<file path="src/rtl/puis_pkg.sv">
/*
 * Package of the power-up and initialization sequencer: register offsets,
 * field positions, reset values, timing counts and state types.
 * Assumes a 100 MHz system clock and a 32-bit Avalon-MM register bus.
 */
package puis_pkg;
    localparam logic [7:0]  OFF_CTRL       = 8'h00;
    localparam logic [7:0]  OFF_STATUS     = 8'h04;
    localparam logic [7:0]  OFF_FREQ       = 8'h08;
    localparam logic [7:0]  OFF_VOUT       = 8'h0c;
    localparam logic [7:0]  OFF_ADDR       = 8'h10;
    localparam logic [7:0]  OFF_VSEL       = 8'h14;
    localparam int          CTRL_SW_EN     = 0;
    localparam int          CTRL_SW_OVR    = 1;
    localparam int          CTRL_VID_MODE  = 2;
    localparam int          CTRL_NO_OFS    = 3;
    localparam logic [3:0]  CTRL_RST       = 4'h0;
    localparam int          CLK_MHZ        = 100;
    localparam int          FREQ_MIN_KHZ   = 150;
    localparam int          FREQ_MAX_KHZ   = 1500;
    localparam int          FREQ_REC_KHZ   = 500;
    localparam logic [10:0] FREQ_RST       = 11'h258;
    localparam int          OSC_MHZ        = 48;
    localparam int          MEM_DEPTH      = 128;
    localparam logic [6:0]  VID_BASE_LOC   = 7'h77;
    localparam logic [6:0]  MEM_I2C_LOC    = 7'h10;
    localparam logic [6:0]  MEM_PMB_LOC    = 7'h11;
    localparam logic [6:0]  MEM_VOUT_LOC   = 7'h12;
    localparam logic [6:0]  MEM_CTRL_LOC   = 7'h13;
    localparam logic [6:0]  MEM_FREQ_LO    = 7'h14;
    localparam logic [6:0]  MEM_FREQ_HI    = 7'h15;
    localparam int          ADC_BITS       = 10;
    typedef enum {ST_RESET, ST_LOAD, ST_ADDR, ST_READY, ST_RUN} puis_state_t;
endpackage

</file>
<file path="src/rtl/puis_mem_if.sv">
/*
 * Interface between the sequencer and its configuration memory reader.
 * Assumes both ends share clk_sys.
 */
`timescale 1ns/10ps
`default_nettype none
interface puis_mem_if;
    logic       req;
    logic [6:0] addr;
    logic       ack;
    logic [7:0] data;
    modport seq (output req, output addr, input ack, input data);
    modport mem (input req, input addr, output ack, output data);
endinterface
`default_nettype wire

</file>
<file path="src/rtl/puis_cfg_mem.sv">
/*
 * Read-only configuration memory, held in flip-flops, reloaded at reset and read by index.
 * Contents come from a parameter image; one cycle per read.
 */
`timescale 1ns/10ps
`default_nettype none
module puis_cfg_mem
    import puis_pkg::*;
#(
    parameter logic [MEM_DEPTH*8-1:0] IMAGE = '0
) (
    input  wire logic clk_sys,
    input  wire logic rst_n,
    puis_mem_if.mem   port
);
    logic [7:0] cells [MEM_DEPTH];

    for (genvar i = 0; i < MEM_DEPTH; i++) begin : g_cell
        always_ff @(posedge clk_sys) begin
            if (!rst_n) begin
                cells[i] <= IMAGE[i*8 +: 8];
            end
        end
    end

    always_ff @(posedge clk_sys) begin
        if (!rst_n) begin
            port.ack  <= 1'b0;
            port.data <= 8'h00;
        end else begin
            port.ack  <= port.req && !port.ack;
            port.data <= cells[port.addr];
        end
    end
endmodule
`default_nettype wire

</file>
<file path="src/rtl/puis_seq.sv">
/*
 * Power-up and initialization sequencer top. Holds internal reset until the
 * supply monitors and oscillator are good, loads the configuration memory,
 * captures the address strap and gates power conversion.
 * Assumes asynchronous pin inputs and an Avalon-MM master on clk_sys.
 */
// The register addresses and the Avalon-MM slave port were decided locally.
`timescale 1ns/10ps
`default_nettype none
module puis_seq
    import puis_pkg::*;
#(
    parameter logic [MEM_DEPTH*8-1:0] IMAGE = '0
) (
    input  wire logic        clk_sys,
    input  wire logic        rst_n,
    input  wire logic        bias_good,
    input  wire logic        core_logic_supply_monitor,
    input  wire logic        osc_stable,
    input  wire logic        enable_pin,
    input  wire logic        pvin_above_uv,
    input  wire logic [2:0]  setpoint_select_lines,
    input  wire logic [ADC_BITS-1:0] addr_adc_code,
    input  wire logic        addr_adc_valid,
    input  wire logic [7:0]  avs_address,
    input  wire logic        avs_read,
    input  wire logic        avs_write,
    input  wire logic [31:0] avs_writedata,
    output logic      [31:0] avs_readdata,
    output logic             avs_waitrequest,
    output logic             int_reset_n,
    output logic             load_done,
    output logic             addr_captured,
    output logic             convert_en,
    output logic      [7:0]  vout_target,
    output logic      [10:0] freq_khz,
    output logic      [6:0]  i2c_addr,
    output logic      [6:0]  pmb_addr
);
    puis_mem_if mem_bus ();
    puis_cfg_mem #(.IMAGE(IMAGE)) u_mem (.clk_sys(clk_sys), .rst_n(rst_n), .port(mem_bus));

    // Three-stage synchronisers; a change counts when stages two and three agree.
    localparam int NSYNC = 8;
    logic [NSYNC-1:0] s1, s2, s3, stable;
    logic [NSYNC-1:0] raw;
    assign raw = {setpoint_select_lines, pvin_above_uv, enable_pin, osc_stable,
                  core_logic_supply_monitor, bias_good};
    for (genvar i = 0; i < NSYNC; i++) begin : g_sync
        always_ff @(posedge clk_sys) begin
            if (!rst_n) begin
                s1[i]     <= 1'b0;
                s2[i]     <= 1'b0;
                s3[i]     <= 1'b0;
                stable[i] <= 1'b0;
            end else begin
                s1[i] <= raw[i];
                s2[i] <= s1[i];
                s3[i] <= s2[i];
                if (s2[i] == s3[i]) begin
                    stable[i] <= s3[i];
                end
            end
        end
    end

    logic        supplies_ok, en_s, uv_s;
    logic [2:0]  sel_s;
    assign supplies_ok = stable[0] && stable[1] && stable[2];
    assign en_s        = stable[3];
    assign uv_s        = stable[4];
    assign sel_s       = stable[7:5];

    puis_state_t state;
    logic [6:0]  load_idx;
    logic        load_wait;
    logic [3:0]  ctrl;
    logic [3:0]  addr_ofs;
    logic [6:0]  base_i2c, base_pmb;
    logic [7:0]  vout_bus;
    logic [7:0]  vid_codes [8];

    function automatic logic [3:0] adc_to_offset(input logic [ADC_BITS-1:0] code);
        return code[ADC_BITS-1 -: 4];
    endfunction

    logic bus_wr;
    assign bus_wr = avs_write && avs_waitrequest && load_done;

    // Sequencer state and configuration load.
    always_ff @(posedge clk_sys) begin
        if (!rst_n) begin
            state         <= ST_RESET;
            int_reset_n   <= 1'b0;
            load_done     <= 1'b0;
            addr_captured <= 1'b0;
            load_idx      <= 7'h00;
            load_wait     <= 1'b0;
            mem_bus.req   <= 1'b0;
            mem_bus.addr  <= 7'h00;
            addr_ofs      <= 4'h0;
        end else begin
            unique case (state)
                ST_RESET: begin
                    if (supplies_ok) begin
                        int_reset_n <= 1'b1;
                        state       <= ST_LOAD;
                    end
                end
                ST_LOAD: begin
                    if (!load_wait) begin
                        mem_bus.req  <= 1'b1;
                        mem_bus.addr <= load_idx;
                        load_wait    <= 1'b1;
                    end else if (mem_bus.ack) begin
                        mem_bus.req <= 1'b0;
                        load_wait   <= 1'b0;
                        load_idx    <= load_idx + 7'h01;
                        if (load_idx == 7'(MEM_DEPTH - 1)) begin
                            load_done <= 1'b1;
                            state     <= ST_ADDR;
                        end
                    end
                end
                ST_ADDR: begin
                    if (addr_adc_valid) begin
                        addr_ofs      <= adc_to_offset(addr_adc_code);
                        addr_captured <= 1'b1;
                        state         <= ST_READY;
                    end
                end
                ST_READY: if (convert_en) state <= ST_RUN;
                ST_RUN:   if (!convert_en) state <= ST_READY;
            endcase
            if (!supplies_ok) begin
                state         <= ST_RESET;
                int_reset_n   <= 1'b0;
                load_done     <= 1'b0;
                addr_captured <= 1'b0;
                load_idx      <= 7'h00;
                load_wait     <= 1'b0;
                mem_bus.req   <= 1'b0;
            end
        end
    end

    // Working registers: loaded from memory; ctrl, freq_khz and vout_bus then host-writable.
    always_ff @(posedge clk_sys) begin
        if (!rst_n) begin
            ctrl     <= CTRL_RST;
            freq_khz <= FREQ_RST;
            vout_bus <= 8'h00;
            base_i2c <= 7'h00;
            base_pmb <= 7'h00;
            for (int k = 0; k < 8; k++) vid_codes[k] <= 8'h00;
        end else if (state == ST_LOAD && load_wait && mem_bus.ack) begin
            unique case (load_idx)
                MEM_I2C_LOC:  base_i2c <= mem_bus.data[6:0];
                MEM_PMB_LOC:  base_pmb <= mem_bus.data[6:0];
                MEM_VOUT_LOC: vout_bus <= mem_bus.data;
                MEM_CTRL_LOC: ctrl     <= mem_bus.data[3:0];
                MEM_FREQ_LO:  freq_khz <= {freq_khz[10:8], mem_bus.data};
                MEM_FREQ_HI:  freq_khz <= {mem_bus.data[2:0], freq_khz[7:0]};
                default: begin
                    if (load_idx >= VID_BASE_LOC && load_idx <= VID_BASE_LOC + 7'h07)
                        vid_codes[3'(load_idx - VID_BASE_LOC)] <= mem_bus.data;
                end
            endcase
        end else if (bus_wr) begin
            unique case (avs_address)
                OFF_CTRL: ctrl <= avs_writedata[3:0];
                // Out-of-range settings are dropped; below 500 kHz is allowed.
                OFF_FREQ: if (avs_writedata[10:0] >= 11'(FREQ_MIN_KHZ) &&
                              avs_writedata[10:0] <= 11'(FREQ_MAX_KHZ))
                              freq_khz <= avs_writedata[10:0];
                OFF_VOUT: vout_bus <= avs_writedata[7:0];
                default: ;
            endcase
        end
    end

    // Conversion gate and voltage target.
    always_ff @(posedge clk_sys) begin
        if (!rst_n) begin
            convert_en  <= 1'b0;
            vout_target <= 8'h00;
            i2c_addr    <= 7'h00;
            pmb_addr    <= 7'h00;
        end else begin
            // Supply loss drops conversion at once, not a cycle after load_done falls.
            if (!supplies_ok || !load_done || !addr_captured)
                convert_en <= 1'b0;
            else if (ctrl[CTRL_SW_OVR])
                convert_en <= ctrl[CTRL_SW_EN] && uv_s;
            else
                convert_en <= en_s && uv_s;
            vout_target <= ctrl[CTRL_VID_MODE] ? vid_codes[sel_s] : vout_bus;
            i2c_addr <= ctrl[CTRL_NO_OFS] ? base_i2c : base_i2c + {3'h0, addr_ofs};
            pmb_addr <= ctrl[CTRL_NO_OFS] ? base_pmb : base_pmb + {3'h0, addr_ofs};
        end
    end

    // Avalon slave: one wait cycle, answer on the second edge.
    always_ff @(posedge clk_sys) begin
        if (!rst_n) begin
            avs_waitrequest <= 1'b1;
            avs_readdata    <= 32'h0000_0000;
        end else if ((avs_read || avs_write) && avs_waitrequest) begin
            avs_waitrequest <= 1'b0;
            unique case (avs_address)
                OFF_CTRL:   avs_readdata <= {28'h0, ctrl};
                OFF_STATUS: avs_readdata <= {24'h0, convert_en, sel_s, uv_s, en_s,
                                             addr_captured, load_done};
                OFF_FREQ:   avs_readdata <= {21'h0, freq_khz};
                OFF_VOUT:   avs_readdata <= {24'h0, vout_target};
                OFF_ADDR:   avs_readdata <= {17'h0, pmb_addr, 1'b0, i2c_addr};
                OFF_VSEL:   avs_readdata <= {24'h0, vid_codes[sel_s]};
                default:    avs_readdata <= 32'h0000_0000;
            endcase
        end else begin
            avs_waitrequest <= 1'b1;
        end
    end
endmodule
`default_nettype wire

</file>
<file path="config.mk">
export PLATFORM = sky130hd
export DESIGN_NAME = puis_seq
export DESIGN_NICKNAME = d
export VERILOG_FILES = /design/src/rtl/puis_pkg.sv /design/src/rtl/puis_mem_if.sv /design/src/rtl/puis_cfg_mem.sv /design/src/rtl/puis_seq.sv
export SDC_FILE = /design/constraint.sdc
export NUM_CORES = 1
export LEC_CHECK = 0
export ABC_AREA = 0
export BUFFER_PORTS_ARGS = -buffer_cell sky130_fd_sc_hd__buf_4
export CAP_MARGIN = 20
export CELL_PAD_IN_SITES_DETAIL_PLACEMENT = 1
export CELL_PAD_IN_SITES_GLOBAL_PLACEMENT = 1
export CORE_UTILIZATION = 38
export DETAILED_ROUTE_END_ITERATION = 6
export GPL_TIMING_DRIVEN = 1
export PLACE_DENSITY_LB_ADDON = 0.25
export SYNTH_ARGS = -nofsm -noshare
export SYNTH_HDL_FRONTEND = slang
export SYNTH_SLANG_ARGS = --single-unit
export TNS_END_PERCENT = 50
</file>
<file path="constraint.sdc">
create_clock -name clk_sys -period 2.3 [get_ports clk_sys]
set_input_delay 0.23 -clock clk_sys [delete_from_list [all_inputs] [get_ports clk_sys]]
set_output_delay 0.23 -clock clk_sys [all_outputs]
set_load 0.02 [all_outputs]
</file>
; After elaboration in Yosys (flattened, before gate mapping)
; Memories as Yosys holds them, arrays and structs flattened.
; Cells that the tools add are included.
[word_totals]
register_bits = 182
ramBits = 64
inputBits = 63
out_inout_bits = 70
word_cells = 182
memories = 1
[memory_table]
columns = memory, depth, word_bits, read_ports, rd_ports_with_merged_regs, wr, line
row1 = vid_codes, 8, 8, 1, 0, 8, puis_seq.sv:81  ; logic [7:0] vid_codes [8];
[op_classes]
n_addsub = 4
magnitude_cmp = 4
eq_ne = 38
mux = 39
bitwise = 1
reduce_logical = 41
[op_table]
columns = op, n
row1 = two-way mux 32 bit, 6
row2 = case mux 32 bit (5 select lines), 1
row3 = equality test 32 x 2 -> 1 bit (second input constant), 3
row4 = case mux 15 bit (6 select lines), 1
row5 = two-way mux 8 bit, 6
row6 = two-way mux 11 bit, 4
row7 = equality test 7 x 5 -> 1 bit (second input constant), 6
row8 = equality test 32 x 1 -> 1 bit (second input constant), 1
row9 = equality test 32 x 3 -> 1 bit (second input constant), 1
row10 = logical NOT 32 bit, 1
row11 = case mux 11 bit (2 select lines), 1
row12 = equality test 8 x 4 -> 1 bit (second input constant), 2
row13 = equality test 8 x 5 -> 1 bit (second input constant), 2
row14 = two-way mux 4 bit, 4
row15 = adder 7 x 4 -> 7 bit, 2
row16 = two-way mux 7 bit, 2
row17 = != test 2 bit (second input constant), 7
row18 = two-way mux 1 bit, 13
row19 = logical AND 1 bit, 12
row20 = != test 2 x 1 -> 1 bit (second input constant), 6
row21 = greater-or-equal comparator 11 x 8 -> 1 bit (second input constant), 1
row22 = <= comparator 11 bit (second input constant), 1
row23 = AND reduction 2 bit, 5
row24 = AND reduction 5 bit, 2
row25 = 19 further kinds, 37

; Depth between registers and ports, before layout
; Gate-level depths: netlist of the first run.
[logic_depth]
depth_word = 9
mapped_depth = 7
mapped_depth_nobuf = 6

; Modules after synthesis
; Synthesis of the first run repeated with hierarchy kept, for this count alone.
[unflattened]
cells_unflattened = 875
hier_area_um2 = 9145.0
[modules_own_cells]
columns = mod, instances, cells_each, area_each_um2, seq_area_each_um2
row1 = puis_seq, 1, 864, 9052.4, 4604.4
row2 = puis_cfg_mem, 1, 11, 92.6, 20.0

; Worst setup path after synthesis of the first run
; OpenSTA, ideal clock, no wires.
[synth_path]
path_kind = reg-to-reg
startpoint = reg state[0]
endpoint = reg freq_khz[7]
setup_ns = 0.121
arrival_time_ns = 1.712
required_ns = 2.179
setup_slack_ns = 0.467
stages_incl_launch_ff = 7
path_buffers = 1
period_less_slack_ns = 1.833
path_cell_list = dfxtp_1 > buf_2 > nor3b_4 > and3_1 > a41oi_1 > o31ai_2 > a2bb2o_1
[synth_between]
elab_chain_cells = 5
word_cells_on_any_way = 10
cone_classes = eq/ne: 3 / mux: 1 / reduce/logical: 6
[synth_rtl]
columns = element, line
row1 = from (decl), puis_seq.sv:74  ; puis_state_t state;
row2 = from (signal assigned), puis_seq.sv:93  ; state <= ST_RESET;
row3 = from (signal assigned), puis_seq.sv:107  ; state <= ST_LOAD;
row4 = from (signal assigned), puis_seq.sv:121  ; state <= ST_ADDR;
row5 = equality test 32 x 2 -> 1 bit (*), puis_seq.sv:156  ; end else if (state == ST_LOAD && load_wait && mem_bus.ack) begin
row6 = logical AND 1 bit (*) (2 in series), puis_seq.sv:156
row7 = "!= test 2 x 1 -> 1 bit (no line), or another cell as far along", -
row8 = AND reduction 5 bit (no line), -
row9 = to (signal assigned), puis_seq.sv:162  ; MEM_FREQ_LO: freq_khz <= {freq_khz[10:8], mem_bus.data};
row10 = to (signal assigned), puis_seq.sv:163  ; MEM_FREQ_HI: freq_khz <= {mem_bus.data[2:0], freq_khz[7:0]};
row11 = to (signal assigned), puis_seq.sv:175  ; freq_khz <= avs_writedata[10:0];
row12 = to (decl), puis_seq.sv:36  ; output logic [10:0] freq_khz,
; Every way passes the cells marked *; elsewhere a longest branch is shown, timed or not.
; A chain may end at the register's enable or synchronous reset.

; Final worst setup path of the first run
[layout_path]
startpoint = reg state[2]
endpoint = reg freq_khz[10]
[layout_between]
elab_chain_cells = 5
word_cells_on_any_way = 10
cone_classes = eq/ne: 3 / mux: 1 / reduce/logical: 6
[layout_rtl]
columns = element, line
row1 = equality test 32 x 2 -> 1 bit (*), puis_seq.sv:156
row2 = logical AND 1 bit (*) (2 in series), puis_seq.sv:156
row3 = "!= test 2 bit (no line), or another cell as far along", -
row4 = AND reduction 5 bit (no line), -
; Marked as above.

==> results of run 1 <==
-- worst reg2reg max path: cells and delay by family (launching register included) --
family / cells / cell delay [ns]
flip-flops: 1 / 0.40
buffers and inverters: 1 / 0.22
AO/OA/AOI/OAI: 3 / 0.83
AND/OR/NAND/NOR: 2 / 0.61
-- cell type report --
type | count | area share, %
repair buffers | 96 | 13.5
well taps | 140 | 3.29
inverters | 13 | 0.916
clock buffers | 13 | 5.08
clock inverters | 3 | 0.799
multi-input cells | 328 | 38.4
flip-flops and latches | 101 | 38.0
-- report_power, final --
part           total, W  internal, W  switching (W)
clock network   0.00158     0.000931       0.000650
registers       0.00177      0.00177     0.00000774
logic          0.000204    0.0000771       0.000127
total           0.00356      0.00278       0.000785
-- cell families (layout without fill, tap and decap cells) --
family | Yosys count | after routing | synth area share (%)
simple gates | 177 | 177 | 22.8
buf+inv | 63 | 125 | 8.23
mux | 15 | 15 | 3.50
flops | 101 | 101 | 46.7
xor+xnor | 7 | 7 | 1.42
fa+ha+maj | 4 | 4 | 1.16
other cells | 1 | 26 | 0.0866
compound gates | 99 | 99 | 16.1
-- placed cells by master (no fill, tap or decap), types with 3 or more instances in the layout --
cell / count
xor2_1: 3
a21boi_0: 15
inv_1: 13
mux2i_1: 14
dfxtp_1: 101
buf_4: 96
and2_1: 38
ha_1: 4
clkbuf_8: 3
nor2_1: 15
o22ai_1: 4
a22o_1: 4
nor2b_1: 24
o21ai_0: 22
clkbuf_16: 9
a41oi_1: 3
conb_1: 26
xnor2_1: 4
nor3_1: 12
a21oi_1: 10
nand2_1: 42
o221ai_1: 3
nand3_1: 22
a22oi_1: 13
nand4_1: 3
a2bb2o_1: 3
-- registers in the layout, indices dropped and copies added, names as in the netlist, 3 cells and up --
| signal | cells |
|---|---|
| vout_bus | 8 |
| state | 3 |
| freq_khz | 11 |
| s3 | 8 |
| s2 | 8 |
| sel_s | 3 |
| addr_ofs | 4 |
| ctrl | 4 |
| s1 | 8 |
| load_idx | 7 |
| avs_readdata | 12 |
| stable | 3 |
| vout_target | 8 |
| i2c_addr | 4 |
-- path summary, 6_finish.rpt --
| check | endpoint | slack, ns | cells past startpoint |
|---|---|---|---|
| worst max-delay path | freq_khz[10] | 0.13 | 6 |
| worst min-delay path | s1[5] | 0.09 | 2 |
| worst max register to register | freq_khz[10] | 0.13 | 6 |
| worst min register to register | s2[1] | 0.43 | 1 |
-- layer usage --
layer	global-route usage, %	vias up	share of wire, %
li1	-	1739	-
met1	26.3	1712	45
met2	34.7	86	48
met4	7.24	0	1.8
met5	0	-	0
met3	6.46	16	5.0
-- stage by stage --
step | total power [W] | area (sq um) | cells
final | 0.00356 | 5330 | 694
after global routing | 0.00370 | 5330 | 694
after CTS | 0.00360 | 5330 | 694
after detailed placement | 0.00202 | 5010 | 678
after global placement | 0.00201 | 5010 | 678
after floorplan | 0.00196 | 4420 | 492
==> metrics.yaml, run 1 <==
synth-main-ff-cell: "dfxtp_1"
nets: 616
cp_max_fo: 12
fmax_ghz: 0.461
die-width_um: 109
netlist.area_leader.share_pct: 46.7
hold-worst-slack_ns: 0.0867
critPathLaunchType: "flip-flop"
drc_errors: 0
slew_headroom_pct: 62.6
cts_sinks: 101
cts_root_buffer: "clkbuf_16"
cts_buffers: 9
path_cells: "nor3b_4 -> and3_1 -> buf_4 -> a41oi_1 -> o311ai_0 -> o21ai_1"
fin_crit_sh_pct: 94.4
ys_ff_latch: 101
boundaryPins: 133
rsz0062_at_grt: "false"
utilization_pct: 48.5
hpwlAfterDp_mm: 8.86
vias_per_cell: 5.12
num_rows: 38
ir_drop_mv: 0.411
p_leak_nw: 2.09
grtUsageTotal_pct: 21.2
synthArstFlopShare_pct: 0
clock_skew_ns: 0.00769
status: "finished clean"
drive_gt1_share_pct: 21.8
pre_cts_slack_ns: 0.129
crit_family: "compound AO/OA/AOI/OAI gates"
grt_pass1_wl_mm: 18.8
r2r-start: "state[2]"
cts_hold_buf: 0
multiInputGateArea_sq_um: 2050
synth_warnings: 0
critPathRequiredTime_ns: 2.52
finalHoldViolCount: 0
yosysTopAreaCell: "dfxtp_1"
drt-wirelength-per-cell_um: 16.9
synth_most_common_cell: "dfxtp_1"
path_clk_slew_ns: 0.07
num_vias: 3553
post_cts_resized: 0
cp-end-kind: "flip-flop"
antenna_found_initial: 0
crit_buf_inv: 1
grt_max_degree: 48
initial_core_util_pct: 39.4
portBuffers: 79
tns_ns: 0
regArea_sq_um: 2020
min_period_ns: 2.17
synth_cell_types: 60
core_area_sq_um: 11000
drv_slew: 0
final-setup-viol-count: 0
cp_slowest_stage_delay_ns: 0.44
fillers: 1280
critPathLaunch: "state[2]"
place_congestion: 0.780
antenna_left: 0
netlist_instances: 467
worstSkewPairLatency_ns: 0.35
synthTopCellsByArea: "dfxtp_1 (47%), and2_1 (5.5%), buf_4 (5.4%)"
drv_cap: 0
ys_top_cells_by_count: "dfxtp_1 (101), nand2_1 (42), and2_1 (38)"
cpMaxStageDelayCell: "o311ai_0"
diodes: 0
chipHeight_um: 109
cts_setup_buffers: 0
critPathKind: "reg2reg"
setup_slack_ns: 0.129
grt-ovfl-total: 0
area_growth_pct: 23.0
clockBufferDepth: 2
p_per_area_nw_per_um2: 669
hold_class: "in2reg"
syn-cell-area_sq_um: 4330
avgSynthCellArea_sq_um: 9.27
cts_tree: "built"
h-tree-depth: 3
drtIter0Drc: 120
dieArea_sq_um: 11800
worstPathArrival_ns: 2.39
first_pass_iters: 4
synth-edff-count: 0
worstMarginPinSlew_ns: 0.559
hp-start: "setpoint_select_lines[0]"
grt_pass1_vias: 3571
synth_seq_area_share_pct: 46.7
wl_mm: 11.7
Power figures use the tool's default switching activity.
==> run 2: changes to the inputs <==
==> constraint.sdc (replaced) <==
create_clock -name clk_sys -period 2.3 [get_ports clk_sys]
set_input_delay 0.46 -clock clk_sys [delete_from_list [all_inputs] [get_ports clk_sys]]
set_output_delay 0.46 -clock clk_sys [all_outputs]
set_load 0.02 [all_outputs]
==> metrics.yaml, run 2 (same netlist as run 1, synthesis figures left out) <==
critPathLaunchType: "flip-flop"
core_area_sq_um: 11000  # unchanged
status: "finished clean"
grt_max_degree: 40  # -17%
cp_max_fo: 7  # -5
diodes: 0  # unchanged
nets: 621  # +0.81%
r2r_cells: 5  # -1
min_period_ns: 2.04  # -0.131 ns
postPlaceCellArea_sq_um: 5050  # +0.75%
p_sw_w: 0.000786  # +0.16%
grt-ovfl-total: 0  # unchanged
vias_per_cell: 5.17  # +1.0%
p_sw_share_pct: 21.6  # -0.46 points
worstPathArrival_ns: 2.27  # -0.12 ns
fin_crit_sh_pct: 88.7  # -5.7 points
cp_slowest_stage_delay_ns: 0.39  # -0.05 ns
area_growth_pct: 24.2
cp-end-kind: "flip-flop"
grt_pass1_vias: 3640  # +1.9%
path_cells: "nor3b_4 -> nand3_1 -> o211a_2 -> o31ai_2 -> a2bb2o_1"
fillers: 1302  # +1.7%
portBuffers: 79  # unchanged
wl_mm: 11.8  # +0.61%
ir_drop_mv: 0.686  # +67%
post_cts_resized: 0  # unchanged
dieArea_sq_um: 11800  # unchanged
cts_sinks: 101  # unchanged
h-tree-depth: 3  # unchanged
cpMaxStageDelayCell: "dfxtp_1"
finalInstanceArea_sq_um: 5380  # +0.96%
chipHeight_um: 109  # unchanged
p_per_area_nw_per_um2: 677  # +1.3%
critPathKind: "reg2reg"
cts_tree: "built"
power_frac_seq_pct: 48.8  # -1.0 points
p_leak_nw: 2.13  # +1.8%
fmax_ghz: 0.490  # +6.4%
hpwlAfterDp_mm: 8.98  # +1.3%
finalHoldViolCount: 0  # unchanged
reg_top3: "avs_readdata (12), freq_khz (11)"
worstMarginPinSlew_ns: 0.549  # -0.0103 ns
first_pass_iters: 4  # unchanged
clkPwrFrac_pct: 45.6  # +1.2 points
grtUsageTotal_pct: 21.1  # -0.079 points
rsz0062_at_grt: "false"
drv_slew: 0  # unchanged
drc_errors: 0  # unchanged
tns_ns: 0  # unchanged
grt_pass1_wl_mm: 18.7  # -0.92%
num_vias: 3616  # +1.8%
mostFrequentLayoutCells: "dfxtp_1 (101), buf_4 (101), nand2_1 (42)"
p_comb_share_pct: 5.7  # about the same
drt-wirelength-per-cell_um: 16.9  # -0.11%
slew_headroom_pct: 63.3  # +0.69 points
internal_power_w: 0.00285  # +2.9%
cts_buffers: 9  # unchanged
hold_class: "in2reg"
power_w: 0.00364  # +2.3%
final-setup-viol-count: 0  # unchanged
whs_path_depth: 2  # unchanged
cts_hold_buf: 0  # unchanged
initial_core_util_pct: 39.4  # unchanged
die-width_um: 109  # unchanged
top_register: "avs_readdata"
drv_cap: 0  # unchanged
clockBufferDepth: 2  # unchanged
place_congestion: 0.795  # +1.9%
clock_skew_ns: 0.00989  # +0.00219 ns
worstSkewPairLatency_ns: 0.35  # about the same
largest_reg_flops: 12  # unchanged
antenna_left: 0  # unchanged
cts_setup_buffers: 0  # unchanged
path_clk_slew_ns: 0.07  # about the same
cts_root_buffer: "clkbuf_16"
hold-worst-slack_ns: 0.321  # +0.234 ns
drive_gt1_share_pct: 22.5  # +0.70 points
antenna_found_initial: 0  # unchanged
boundaryPins: 133  # unchanged
critPathRequiredTime_ns: 2.53  # about the same
drtIter0Drc: 164  # +37%
num_rows: 38  # unchanged
[run 2: cell count changes in the layout (fill, tap and decap cells not counted)]
cell	before	now
clkinv_2	1	2
clkinvlp_4	1	0
bufinv_16	1	2
buf_4	96	101
clkbuf_8	3	2
[run 2: power groups by stage]
stage                     registers [W]  clock network (W)  logic, W
after floorplan                 0.00181                  0  0.000144
after global placement          0.00181                  0  0.000202
after detailed placement        0.00182                  0  0.000206
after CTS                       0.00178            0.00170  0.000208
after global routing            0.00178            0.00177  0.000225
final                           0.00178            0.00166  0.000206
[run 2: path summary, 6_finish.rpt]
check	end	slack, ns	startpoint
setup / recovery	freq_khz[2]	0.26	state[2]
hold reg to reg	s2[6]	0.44	s1[6]
setup reg to reg	freq_khz[2]	0.26	state[2]
hold / removal	s1[6]	0.32	setpoint_select_lines[1]
[run 2: area by class of cell]
type	count	area, sq um	area share (%)
multi-input cells	328	2050	38.0
repair buffers	101	758	14.1
clock inverters	4	70.1	1.30
inverters	13	48.8	0.908
well taps	140	175	3.26
flip-flops and latches	101	2020	37.6
clock buffers	12	256	4.77
[run 2: metal layers]
layer	wire, um	part of all wire [%]	vias up	GRT usage (%)
li1	-	-	1749	-
met2	5710	48	98	34.9
met4	207	1.8	0	6.66
met3	747	6.3	12	6.40
met1	5140	44	1757	26.1
met5	0	0	-	0
[run 2: through the flow]
stage                     std cells  worst slack [ns]  utilization [%]
final                           699             0.260             49.0
after global routing            699             0.137             49.0
after CTS                       699             0.262             49.0
after detailed placement        683           0.00229             46.0
after global placement          683            0.0415             46.0
after floorplan                 492             0.275                -
[run 2: worst max-delay path: cells and delay by family, from the launching register on]
kind / cells / cell delay (ns)
compound gates: 3 / 0.95
simple gates: 2 / 0.58
flops: 1 / 0.39
==> run 3: changes to the inputs <==
Settings changed: CORE_ASPECT_RATIO set to 0.5, CTS_CLUSTER_DIAMETER set to 50.
==> metrics.yaml, run 3 (same netlist as run 1, synthesis figures left out) <==
critPathLaunchType: "flip-flop"
drv_cap: 0  # unchanged
min_period_ns: 2.08  # +0.0398 ns
vias_per_cell: 5.15  # -0.42%
worstMarginPinSlew_ns: 0.633  # +0.0842 ns
grtUsageTotal_pct: 20.2  # -0.92 points
cts_tree: "built"
setup_slack_ns: 0.220  # -0.0398 ns
worstPathArrival_ns: 2.32  # +0.05 ns
drc_errors: 0  # unchanged
finalInstanceArea_sq_um: 5370  # -0.21%
fillers: 1283  # -1.5%
area_growth_pct: 23.9
core_area_sq_um: 11000  # +0.58%
portBuffers: 79  # unchanged
final_common_cell: "buf_4"
first_pass_iters: 4  # unchanged
initial_core_util_pct: 39.2  # -0.23 points
clockBufferDepth: 2  # unchanged
slew_headroom_pct: 57.7  # -5.6 points
hpwlAfterDp_mm: 8.50  # -5.3%
antenna_left: 0  # unchanged
mostFrequentLayoutCells: "buf_4 (103), dfxtp_1 (101), nand2_1 (42)"
p_leak_nw: 2.12  # -0.34%
worstSkewPairLatency_ns: 0.35  # about the same
chipHeight_um: 77.5  # -29%
cts_buffers: 9  # unchanged
nets: 623  # +0.32%
grt-ovfl-total: 0  # unchanged
drive_gt1_share_pct: 23.0  # +0.45 points
clock_skew_ns: 0.00569  # -0.00420 ns
die-width_um: 153  # +41%
grt_max_degree: 32  # -20%
critPathKind: "reg2reg"
dieArea_sq_um: 11900  # +0.22%
largest_reg_flops: 12  # unchanged
cp-end-kind: "flip-flop"
hold_class: "in2reg"
cpMaxStageDelayCell: "a41oi_1"
cts_sinks: 101  # unchanged
num_rows: 27  # -29%
post_cts_resized: 0  # unchanged
p_per_area_nw_per_um2: 648  # -4.3%
grt_pass1_wl_mm: 18.6  # -0.22%
finalHoldViolCount: 0  # unchanged
place_congestion: 0.846  # +6.4%
pre_cts_slack_ns: 0.0405  # +0.0383 ns
final-setup-viol-count: 0  # unchanged
drt-wirelength-per-cell_um: 16.0  # -5.3%
critPathRequiredTime_ns: 2.54  # about the same
status: "finished clean"
h-tree-depth: 3  # unchanged
fin_crit_sh_pct: 90.4  # +1.7 points
boundaryPins: 133  # unchanged
tns_ns: 0  # unchanged
postPlaceCellArea_sq_um: 5070  # +0.42%
cts_setup_buffers: 0  # unchanged
drv_slew: 0  # unchanged
cts_hold_buf: 0  # unchanged
reg_top3: "avs_readdata (12), freq_khz (11)"
drtIter0Drc: 204  # +24%
ir_drop_mv: 0.334  # -51%
grt_pass1_vias: 3587  # -1.5%
path_clk_slew_ns: 0.07  # about the same
fmax_ghz: 0.481  # -1.9%
cp_max_fo: 5  # -2
top_register: "avs_readdata"
cp_slowest_stage_delay_ns: 0.52  # +0.13 ns
num_vias: 3637  # +0.58%
wl_mm: 11.3  # -4.4%
cts_root_buffer: "clkbuf_16"
antenna_found_initial: 0  # unchanged
rsz0062_at_grt: "false"
diodes: 0  # unchanged
path_cells: "inv_1 -> ha_1 -> nor2b_1 -> a41oi_1 -> nor4b_2 -> buf_4 -> a2bb2o_1"
## run 3: cell types whose count changed in the layout (fill, tap and decap cells not counted)
cell / change
inv_6: +2
inv_8: +1
clkinv_4: +3
bufinv_16: -2
clkbuf_8: -1
clkbuf_1: -1
buf_4: +2
clkinv_2: -2
## run 3: where the power goes
group,internal (W),switching [W],leakage (nW)
Combinational,0.0000782,0.000127,1.16
Sequential,0.00177,0.00000700,0.818
Clock,0.000785,0.000714,0.146
Total,0.00263,0.000848,2.12
## run 3: area by class of cell
type	instances	area [sq um]	area share, %
inverter	13	48.8	0.910
clock inverter	6	55.1	1.03
sequential	101	2020	37.7
tap	145	181	3.38
clock buffer	10	239	4.45
timing repair buffer	103	773	14.4
multi-input combinational	328	2050	38.1
## run 3: metal layers
| layer | vias up | track usage [%] | routed length [um] |
|---|---|---|---|
| met5 | - | 0 | 0 |
| met4 | 0 | 5.56 | 123 |
| met3 | 14 | 4.69 | 630 |
| met2 | 93 | 32.4 | 4930 |
| met1 | 1775 | 27.2 | 5610 |
| li1 | 1755 | - | - |
## run 3: per-stage QoR
stage	hold WS (ns)	power, W	instances	utilization (%)
floorplan	0.412	0.00196	492	-
global placement	0.414	0.00202	690	45.9
detailed placement	0.422	0.00202	690	45.9
CTS	0.300	0.00352	706	48.6
global route	0.312	0.00360	706	48.6
finish	0.307	0.00348	706	48.6
## run 3: path summary, 6_finish.rpt
path,from,end,slack (ns),cells past startpoint
min reg2reg,s1[0],s2[0],0.44,1
max reg2reg,load_idx[0],freq_khz[2],0.22,7
max,load_idx[0],freq_khz[2],0.22,7
min,setpoint_select_lines[2],s1[7],0.31,2
## run 3: worst max-delay path, delay by kind of cell (launching register included)
family,cells,cell delay [ns]
compound gates,2,0.78
flops,1,0.44
buf+inv,2,0.28
simple gates,2,0.26
fa+ha+maj,1,0.22
